## src/verilog/pgr_pkg.sv

```systemverilog
// Package: register map and reset values of the gain register group
package pgr_pkg;
   localparam int         ADDR_W          = 6;
   localparam int         DATA_W          = 8;
   localparam int         CODE_W          = 9;
   // Per-channel low-bit registers sit just below the broadcast location
   localparam logic [5:0] ADDR_RED_LOW    = 6'h24;
   localparam logic [5:0] ADDR_GREEN_LOW  = 6'h25;
   localparam logic [5:0] ADDR_BLUE_LOW   = 6'h26;
   localparam logic [5:0] ADDR_ALL_LOW    = 6'h27;
   localparam logic [5:0] ADDR_RED_HIGH   = 6'h28;
   localparam logic [5:0] ADDR_GREEN_HIGH = 6'h29;
   localparam logic [5:0] ADDR_BLUE_HIGH  = 6'h2A;
   localparam logic [5:0] ADDR_ALL_HIGH   = 6'h2B;
   localparam logic [7:0] RESET_HIGH      = 8'h0C;
   localparam logic       RESET_LOW       = 1'b0;
   localparam int         LOW_BIT_POS     = 0;
endpackage : pgr_pkg
```

## src/verilog/pgr_gain_regs.sv

```systemverilog
// Module: gain code register group for red, green and blue channels
`timescale 1ns/1ps
// How it works
// - Broadcast low-bit write sets red, green and blue low bits together.
// - Red high register holds code bits 8..1, resets to 00001100.
// - Green high register holds code bits 8..1, resets to 00001100.
// - Blue high register holds code bits 8..1, resets to 00001100.
// - Broadcast high-bits write sets all three high bytes together.
// - Bit 0 of each low register is the code's least significant bit.
module pgr_gain_regs (
   input  wire logic                       i_clk,
   input  wire logic                       i_reset,
   input  wire logic                       i_ce,
   input  wire logic [pgr_pkg::ADDR_W-1:0] i_addr,
   input  wire logic [pgr_pkg::DATA_W-1:0] i_wdata,
   input  wire logic                       i_wr,
   input  wire logic                       i_rd,
   output logic      [pgr_pkg::DATA_W-1:0] o_rdata,
   output logic      [pgr_pkg::CODE_W-1:0] o_red_gain_code,
   output logic      [pgr_pkg::CODE_W-1:0] o_green_gain_code,
   output logic      [pgr_pkg::CODE_W-1:0] o_blue_gain_code
);
   import pgr_pkg::*;

   // ************************************************************
   // State
   // ************************************************************
   typedef struct packed {
      logic [2:0][7:0] high;
      logic [2:0]      low;
      logic [7:0]      rdata;
   } pgr_state_t;

   pgr_state_t st;
   pgr_state_t next_st;

   // Channel index 0 red, 1 green, 2 blue
   function automatic logic hit(input logic [5:0] a, input logic [5:0] ch, input logic [5:0] all);
      hit = (a == ch) || (a == all);
   endfunction : hit

   // ************************************************************
   // Next state
   // ************************************************************
   always_comb begin
      next_st = st;
      if (i_wr) begin
         for (int c = 0; c < 3; c++) begin
            // Broadcast and own location share one path, so all three update in one cycle
            if (hit(i_addr, ADDR_RED_LOW + 6'(c), ADDR_ALL_LOW)) begin
               next_st.low[c] = i_wdata[LOW_BIT_POS];
            end
            if (hit(i_addr, ADDR_RED_HIGH + 6'(c), ADDR_ALL_HIGH)) begin
               next_st.high[c] = i_wdata;
            end
         end
      end
      next_st.rdata = 8'h00;
      if (i_rd) begin
         // Broadcast locations are write-only and read as zero; reserved bits read zero
         unique case (i_addr)
            ADDR_RED_LOW:    next_st.rdata = {7'h00, st.low[0]};
            ADDR_GREEN_LOW:  next_st.rdata = {7'h00, st.low[1]};
            ADDR_BLUE_LOW:   next_st.rdata = {7'h00, st.low[2]};
            ADDR_RED_HIGH:   next_st.rdata = st.high[0];
            ADDR_GREEN_HIGH: next_st.rdata = st.high[1];
            ADDR_BLUE_HIGH:  next_st.rdata = st.high[2];
            default:         next_st.rdata = 8'h00;
         endcase
      end
   end

   always_ff @(posedge i_clk) begin
      if (i_reset) begin
         st.high  <= {RESET_HIGH, RESET_HIGH, RESET_HIGH};
         st.low   <= {3{RESET_LOW}};
         st.rdata <= 8'h00;
      end else if (i_ce) begin
         st <= next_st;
      end
   end

   // ************************************************************
   // Outputs
   // ************************************************************
   assign o_rdata           = st.rdata;
   // Every channel forms its code the same way, so one loop builds all three
   logic [CODE_W-1:0] chan_code [3];
   for (genvar g = 0; g < 3; g++) begin : g_code
      assign chan_code[g] = {st.high[g], st.low[g]};
   end
   assign o_red_gain_code   = chan_code[0];
   assign o_green_gain_code = chan_code[1];
   assign o_blue_gain_code  = chan_code[2];

   // ************************************************************
   // Assertions
   // ************************************************************
   a_low_broadcast: assert property (@(posedge i_clk) disable iff (i_reset)
      (i_ce && i_wr && i_addr == ADDR_ALL_LOW) |=> (o_red_gain_code[0] == $past(i_wdata[0])
      && o_green_gain_code[0] == $past(i_wdata[0]) && o_blue_gain_code[0] == $past(i_wdata[0])))
      else $error("broadcast low bit not applied");
   a_red_reset: assert property (@(posedge i_clk) i_reset |=> o_red_gain_code[8:1] == 8'h0C)
      else $error("red high reset wrong");
   a_green_reset: assert property (@(posedge i_clk) i_reset |=> o_green_gain_code[8:1] == 8'h0C)
      else $error("green high reset wrong");
   a_blue_reset: assert property (@(posedge i_clk) i_reset |=> o_blue_gain_code[8:1] == 8'h0C)
      else $error("blue high reset wrong");
   a_high_broadcast: assert property (@(posedge i_clk) disable iff (i_reset)
      (i_ce && i_wr && i_addr == ADDR_ALL_HIGH) |=> (o_red_gain_code[8:1] == $past(i_wdata)
      && o_green_gain_code[8:1] == $past(i_wdata) && o_blue_gain_code[8:1] == $past(i_wdata)))
      else $error("broadcast high bits not applied");
   a_green_own: assert property (@(posedge i_clk) disable iff (i_reset)
      (i_ce && i_wr && i_addr == ADDR_GREEN_HIGH) |=> (o_green_gain_code[8:1] == $past(i_wdata)
      && $stable(o_red_gain_code) && $stable(o_blue_gain_code)))
      else $error("green high write wrong");
   a_blue_low_bit: assert property (@(posedge i_clk) disable iff (i_reset)
      (i_ce && i_wr && i_addr == ADDR_BLUE_LOW) |=> (o_blue_gain_code[0] == $past(i_wdata[0])
      && $stable(o_blue_gain_code[8:1])))
      else $error("blue low bit write wrong");
   a_red_readback: assert property (@(posedge i_clk) disable iff (i_reset)
      (i_ce && i_rd && i_addr == ADDR_RED_HIGH) |=> o_rdata == $past(o_red_gain_code[8:1]))
      else $error("red high readback wrong");
   a_freeze: assert property (@(posedge i_clk) disable iff (i_reset)
      !i_ce |=> ($stable(o_red_gain_code) && $stable(o_rdata)))
      else $error("state moved while clock enable low");

   // ************************************************************
   // Assertions: reset of low bits, codes and read data
   // ************************************************************
   // Read port comes up quiet so a first read after reset sees no stale byte
   a_red_low_reset: assert property (@(posedge i_clk)
      i_reset |=> o_red_gain_code[LOW_BIT_POS] == RESET_LOW)
      else $error("red low bit reset wrong");

   a_green_low_reset: assert property (@(posedge i_clk)
      i_reset |=> o_green_gain_code[LOW_BIT_POS] == RESET_LOW)
      else $error("green low bit reset wrong");

   a_blue_low_reset: assert property (@(posedge i_clk)
      i_reset |=> o_blue_gain_code[LOW_BIT_POS] == RESET_LOW)
      else $error("blue low bit reset wrong");

   a_red_code_reset: assert property (@(posedge i_clk)
      i_reset |=> o_red_gain_code == {RESET_HIGH, RESET_LOW})
      else $error("red code reset wrong");

   a_green_code_reset: assert property (@(posedge i_clk)
      i_reset |=> o_green_gain_code == {RESET_HIGH, RESET_LOW})
      else $error("green code reset wrong");

   a_blue_code_reset: assert property (@(posedge i_clk)
      i_reset |=> o_blue_gain_code == {RESET_HIGH, RESET_LOW})
      else $error("blue code reset wrong");

   a_ce_low_reset: assert property (@(posedge i_clk)
      (i_reset && !i_ce) |=> o_red_gain_code[8:1] == RESET_HIGH)
      else $error("reset ignored while clock enable low");

   a_rdata_reset: assert property (@(posedge i_clk)
      i_reset |=> o_rdata == 8'h00)
      else $error("read data reset wrong");

   // ************************************************************
   // Assertions: per-channel high writes
   // ************************************************************
   // Own writes must not leak into the other channels
   a_red_own: assert property (@(posedge i_clk) disable iff (i_reset)
      (i_ce && i_wr && i_addr == ADDR_RED_HIGH)
      |=> (o_red_gain_code[8:1] == $past(i_wdata)
      && $stable(o_green_gain_code) && $stable(o_blue_gain_code)))
      else $error("red high write wrong");

   a_blue_own: assert property (@(posedge i_clk) disable iff (i_reset)
      (i_ce && i_wr && i_addr == ADDR_BLUE_HIGH)
      |=> (o_blue_gain_code[8:1] == $past(i_wdata)
      && $stable(o_red_gain_code) && $stable(o_green_gain_code)))
      else $error("blue high write wrong");

   a_red_high_keeps_low: assert property (@(posedge i_clk) disable iff (i_reset)
      (i_ce && i_wr && i_addr == ADDR_RED_HIGH) |=> $stable(o_red_gain_code[0]))
      else $error("red low bit moved on high write");

   a_green_high_keeps_low: assert property (@(posedge i_clk) disable iff (i_reset)
      (i_ce && i_wr && i_addr == ADDR_GREEN_HIGH) |=> $stable(o_green_gain_code[0]))
      else $error("green low bit moved on high write");

   a_blue_high_keeps_low: assert property (@(posedge i_clk) disable iff (i_reset)
      (i_ce && i_wr && i_addr == ADDR_BLUE_HIGH) |=> $stable(o_blue_gain_code[0]))
      else $error("blue low bit moved on high write");

   // ************************************************************
   // Assertions: per-channel low writes
   // ************************************************************
   // Only bit 0 of the written byte counts; the reserved bits are dropped
   a_red_low_bit: assert property (@(posedge i_clk) disable iff (i_reset)
      (i_ce && i_wr && i_addr == ADDR_RED_LOW)
      |=> (o_red_gain_code[0] == $past(i_wdata[0]) && $stable(o_red_gain_code[8:1])
      && $stable(o_green_gain_code) && $stable(o_blue_gain_code)))
      else $error("red low bit write wrong");

   a_green_low_bit: assert property (@(posedge i_clk) disable iff (i_reset)
      (i_ce && i_wr && i_addr == ADDR_GREEN_LOW)
      |=> (o_green_gain_code[0] == $past(i_wdata[0]) && $stable(o_green_gain_code[8:1])
      && $stable(o_red_gain_code) && $stable(o_blue_gain_code)))
      else $error("green low bit write wrong");

   // ************************************************************
   // Assertions: broadcast writes
   // ************************************************************
   // A broadcast write touches one half of each code and must leave the other half
   a_low_keeps_high: assert property (@(posedge i_clk) disable iff (i_reset)
      (i_ce && i_wr && i_addr == ADDR_ALL_LOW)
      |=> ($stable(o_red_gain_code[8:1]) && $stable(o_green_gain_code[8:1])
      && $stable(o_blue_gain_code[8:1])))
      else $error("broadcast low write moved high bits");

   a_high_keeps_low: assert property (@(posedge i_clk) disable iff (i_reset)
      (i_ce && i_wr && i_addr == ADDR_ALL_HIGH)
      |=> ($stable(o_red_gain_code[0]) && $stable(o_green_gain_code[0])
      && $stable(o_blue_gain_code[0])))
      else $error("broadcast high write moved low bits");

   // ************************************************************
   // Assertions: read-back
   // ************************************************************
   // Read data stands only until the next edge with clock enable high, so it is checked on the very next edge
   a_green_readback: assert property (@(posedge i_clk) disable iff (i_reset)
      (i_ce && i_rd && i_addr == ADDR_GREEN_HIGH)
      |=> o_rdata == $past(o_green_gain_code[8:1]))
      else $error("green high readback wrong");

   a_blue_readback: assert property (@(posedge i_clk) disable iff (i_reset)
      (i_ce && i_rd && i_addr == ADDR_BLUE_HIGH)
      |=> o_rdata == $past(o_blue_gain_code[8:1]))
      else $error("blue high readback wrong");

   a_red_low_read: assert property (@(posedge i_clk) disable iff (i_reset)
      (i_ce && i_rd && i_addr == ADDR_RED_LOW)
      |=> o_rdata == {7'h00, $past(o_red_gain_code[0])})
      else $error("red low bit readback wrong");

   a_green_low_read: assert property (@(posedge i_clk) disable iff (i_reset)
      (i_ce && i_rd && i_addr == ADDR_GREEN_LOW)
      |=> o_rdata == {7'h00, $past(o_green_gain_code[0])})
      else $error("green low bit readback wrong");

   a_blue_low_read: assert property (@(posedge i_clk) disable iff (i_reset)
      (i_ce && i_rd && i_addr == ADDR_BLUE_LOW)
      |=> o_rdata == {7'h00, $past(o_blue_gain_code[0])})
      else $error("blue low bit readback wrong");

   // ************************************************************
   // Assertions: write-only locations and idle port
   // ************************************************************
   // Broadcast locations are write-only, and a quiet port must read as zero
   a_all_low_read: assert property (@(posedge i_clk) disable iff (i_reset)
      (i_ce && i_rd && i_addr == ADDR_ALL_LOW)
      |=> o_rdata == 8'h00)
      else $error("broadcast low location read not zero");

   a_all_high_read: assert property (@(posedge i_clk) disable iff (i_reset)
      (i_ce && i_rd && i_addr == ADDR_ALL_HIGH)
      |=> o_rdata == 8'h00)
      else $error("broadcast high location read not zero");

   a_rdata_idle: assert property (@(posedge i_clk) disable iff (i_reset)
      (i_ce && !i_rd) |=> o_rdata == 8'h00)
      else $error("read data not cleared");

   a_wr_no_rdata: assert property (@(posedge i_clk) disable iff (i_reset)
      (i_ce && i_wr) |=> o_rdata == 8'h00)
      else $error("write produced read data");

   // ************************************************************
   // Assertions: holding
   // ************************************************************
   // Gain codes are analogue settings, so a stray change would show up as a gain step
   a_hold_no_write: assert property (@(posedge i_clk) disable iff (i_reset)
      (i_ce && !i_wr)
      |=> ($stable(o_red_gain_code) && $stable(o_green_gain_code)
      && $stable(o_blue_gain_code)))
      else $error("gain code moved without a write");

   a_rd_keeps_codes: assert property (@(posedge i_clk) disable iff (i_reset)
      (i_ce && i_rd)
      |=> ($stable(o_red_gain_code) && $stable(o_green_gain_code)
      && $stable(o_blue_gain_code)))
      else $error("gain code moved on a read");

   a_unmapped_write: assert property (@(posedge i_clk) disable iff (i_reset)
      (i_ce && i_wr && (i_addr < ADDR_RED_LOW || i_addr > ADDR_ALL_HIGH))
      |=> ($stable(o_red_gain_code) && $stable(o_green_gain_code)
      && $stable(o_blue_gain_code)))
      else $error("unmapped write moved a gain code");

   a_freeze_gb: assert property (@(posedge i_clk) disable iff (i_reset)
      !i_ce |=> ($stable(o_green_gain_code) && $stable(o_blue_gain_code)))
      else $error("green or blue moved while clock enable low");
endmodule : pgr_gain_regs

```

## config.mk

```make
export PLATFORM = sky130hd
export DESIGN_NAME = pgr_gain_regs
export DESIGN_NICKNAME = d
export VERILOG_FILES = /design/src/verilog/pgr_pkg.sv /design/src/verilog/pgr_gain_regs.sv
export SDC_FILE = /design/constraint.sdc
export NUM_CORES = 1
export LEC_CHECK = 0
export BUFFER_PORTS_ARGS = -buffer_cell sky130_fd_sc_hd__buf_2
export CAP_MARGIN = 20
export CORE_UTILIZATION = 49
export DETAILED_ROUTE_END_ITERATION = 12
export PLACE_DENSITY_LB_ADDON = 0.1
export SLEW_MARGIN = 25
export SYNTH_ARGS = -nofsm -noshare
export SYNTH_HDL_FRONTEND = slang
export SYNTH_SLANG_ARGS = --single-unit
export TNS_END_PERCENT = 1
```

## constraint.sdc

```tcl
create_clock -name i_clk -period 1.8 [get_ports i_clk]
set_clock_uncertainty 0.15 [all_clocks]
set_input_delay 0.18 -clock i_clk [delete_from_list [all_inputs] [get_ports i_clk]]
set_output_delay 0.18 -clock i_clk [all_outputs]
set_load 0.005 [all_outputs]
```

==> key figures <==
Final layout
  – Synthesis-to-layout area growth: 30.3%
  – NumNets Final: 241
  – Filler cell count: 259
  – Ant. Diodes: 0
  – Ratio of cells with drive above 1 in the final layout: 34.1%

Timing
  – Min Tclk post-route: 1270 ps
  – Final-report setup violation count: 0
  – Worst rel slew slack: 58.8%
  – Setup TNS: 0 ps
  – Final Max Slew Viols: 0
  – Final hold vios: 0
  – Fmax: 789 MHz
  – Final worst-path cycle share: 70.4%
  – Final WS setup: 532 ps
  – RSZ-0062 raised after global routing: false
  – Worst-Margin Slew: 618 ps

Yosys
  – Synth area leaders: dfxtp_1 45%, mux2i_1 19%, nor2_1 7.6%
  – Syn nets: 176
  – Cell Area, Synth: 0.00157 mm²
  – Count of cell types in the netlist: 25
  – Prevailing post-synth register cell: dfxtp_1
  – FF+latch count, synth: 35
  – Register area share after synthesis: 44.6%
  – Most common cell in the synthesized netlist: dfxtp_1
  – Synth async-reset ratio: 0%
  – EDFF count, synth: 0
  – Post-synth top area share: 44.6%
  – Yosys top cell by area: dfxtp_1
  – Most frequent cells after synthesis: 35 x dfxtp_1, 32 x nor2_1, 30 x mux2i_1
  – Avg Inst Size Synth: 10.0 µm²
  – Ys Warns: 0
  – Mapped Cells: 157

Job
  – # Max-Cap Violations: 0

Route
  – Vias per std cell: 5.18
  – DR WL/cell: 13.7 µm
  – DR pass1 iterations: 4
  – Max layer used: met4
  – Met3 WL: 161 µm
  – Drt total wl: 3650 µm
  – DRC viols: 0
  – Routed wl met2: 1760 µm
  – ANT nets after route: 0
  – DRT iter0 DRCs: 29
  – DRT met1 WL: 1680 µm
  – Vias: 1384

GRT
  – First-pass GRT wire length: 5870 µm
  – Gr usage total: 23.2%
  – Grt ovf: 0
  – Vias in the first global route: 1293
  – Initial antenna violation count: 0
  – Largest net degree at the start of global routing: 37

Critical path
  – WP data arrival: 1330 ps
  – Critical Path Source Type: input pin
  – Worst-path maximum fanout: 7
  – Worst endpoint required time: 1860 ps
  – CP Cell Sequence: dlygate4sd3_1 > buf_2 > and4_2 > a21oi_1 > nor2_1
  – Crit end category: flop
  – CP max stage delay: 540 ps
  – R2R cell count: 4
  – WS Path Type: input pin to flop
  – Critical path's slowest cell: dlygate4sd3_1

Floorplan
  – Starting Density: 51.5%
  – DIE WIDTH: 58.6 µm
  – Cell Rows: 20
  – Die area: 0.00344 mm²
  – Io pins: 54
  – Die Height: 58.6 µm
  – Core Region: 0.00305 mm²

Outcome
  – Status: completed

Place
  – Setup WS pre-CTS: 203 ps
  – Detailed placement HPWL: 2530 µm
  – IO buf count: 53
  – Gp weighted congestion: 0.753

Clocking
  – Htree depth: 2
  – Skew-Pair Late Insertion Delay: 340 ps
  – CTS Sinks: 35
  – Number of buffers created by CTS: 5
  – Clock root cell: clkbuf_4
  – CTS tree: yes
  – # resized after CTS: 0
  – Total setup buffers inserted after CTS: 0
  – Clk buf depth: 2
  – Post-CTS Hold Buffers: 8
  – Clk pin slew, worst setup/hold paths: 100 ps

Power
  – Worst VDD drop: 0.000525 V
  – Lkg Pwr: 1.01 nW
  – Pwr per Cell Area: 730 mW/mm²
  – Power, Total: 1.50 mW

Min path
  – Hold path depth: 3
  – Tightest Hold Check Type: input pin to flop
[metal layers]
layer,vias to the layer above,global-route usage [%]
met4,0,10.2
met1,651,30.3
met3,8,4.62
li1,684,-
met2,41,37.6
met5,-,0
[power breakdown]
part,switching [mW],internal (mW)
Combinational,0.0650,0.0533
Clock,0.269,0.328
Sequential,0.00235,0.777
Total,0.336,1.16
[worst max-delay path, delay by kind of cell]
| kind | cells | cell delay [ps] |
|---|---|---|
| buf+inv | 2 | 670 |
| simple gates | 2 | 320 |
| compound gates | 1 | 160 |
[cell type report]
cell class              count  area (µm²)  share of cell area, %
multi-input cells         109         793                   38.7
flip-flops and latches     35         701                   34.2
repair buffers             69         405                   19.8
well taps                  44        55.1                   2.69
clock buffers               6        51.3                   2.50
clock inverters             2        35.0                   1.71
inverters                   2        7.51                  0.367
[flip-flops by register name, indices dropped and copies added, names as in the netlist]
signal             flops
o_blue_gain_code       9
o_green_gain_code      9
o_red_gain_code        9
o_rdata                8
[through the flow]
step | instance area [µm²] | util [%] | cells | hold WS (ps)
floorplan | 1570 | - | 157 | 148
global placement | 1880 | 61.6 | 251 | 257
detailed placement | 1880 | 61.6 | 251 | 266
CTS | 2050 | 67.1 | 267 | 9.81
global route | 2050 | 67.1 | 267 | 15.7
finish | 2050 | 67.1 | 267 | 16.6
[worst paths after layout]
path / start / endpoint / slack, ps
worst max-delay path: i_rd / o_rdata[5] / 530
worst max register to register: o_red_gain_code[1] / o_rdata[0] / 630
worst min register to register: o_rdata[0] / o_rdata[0] / 350
worst min-delay path: i_wdata[0] / o_red_gain_code[1] / 20
[placed cells by master, fill, tap and decap left out, drive strengths merged]
master	instances
clkbuf	6
buf	61
dfxtp	35
o32ai	1
clkinv	1
and4bb	1
o2bb2ai	9
xnor2	1
a21oi	7
inv	2
bufinv	1
nor4bb	1
nor2	32
a22oi	1
a211o	6
mux2i	30
nand2b	1
nand4	5
dlygate4sd3	8
nor2b	10
and4	2
nand2	2
[kinds of logic (layout without fill, tap and decap cells)]
kind of cell           count (synthesis)  in the layout  share of synthesized area [%]
multiplexers                          30             30                           19.1
XOR/XNOR                               1              1                          0.557
AND/OR/NAND/NOR                       54             54                           19.2
flip-flops                            35             35                           44.6
buffers and inverters                 13             79                           4.94
AO/OA/AOI/OAI                         24             24                           11.6
(Power assumes the default switching activity.)
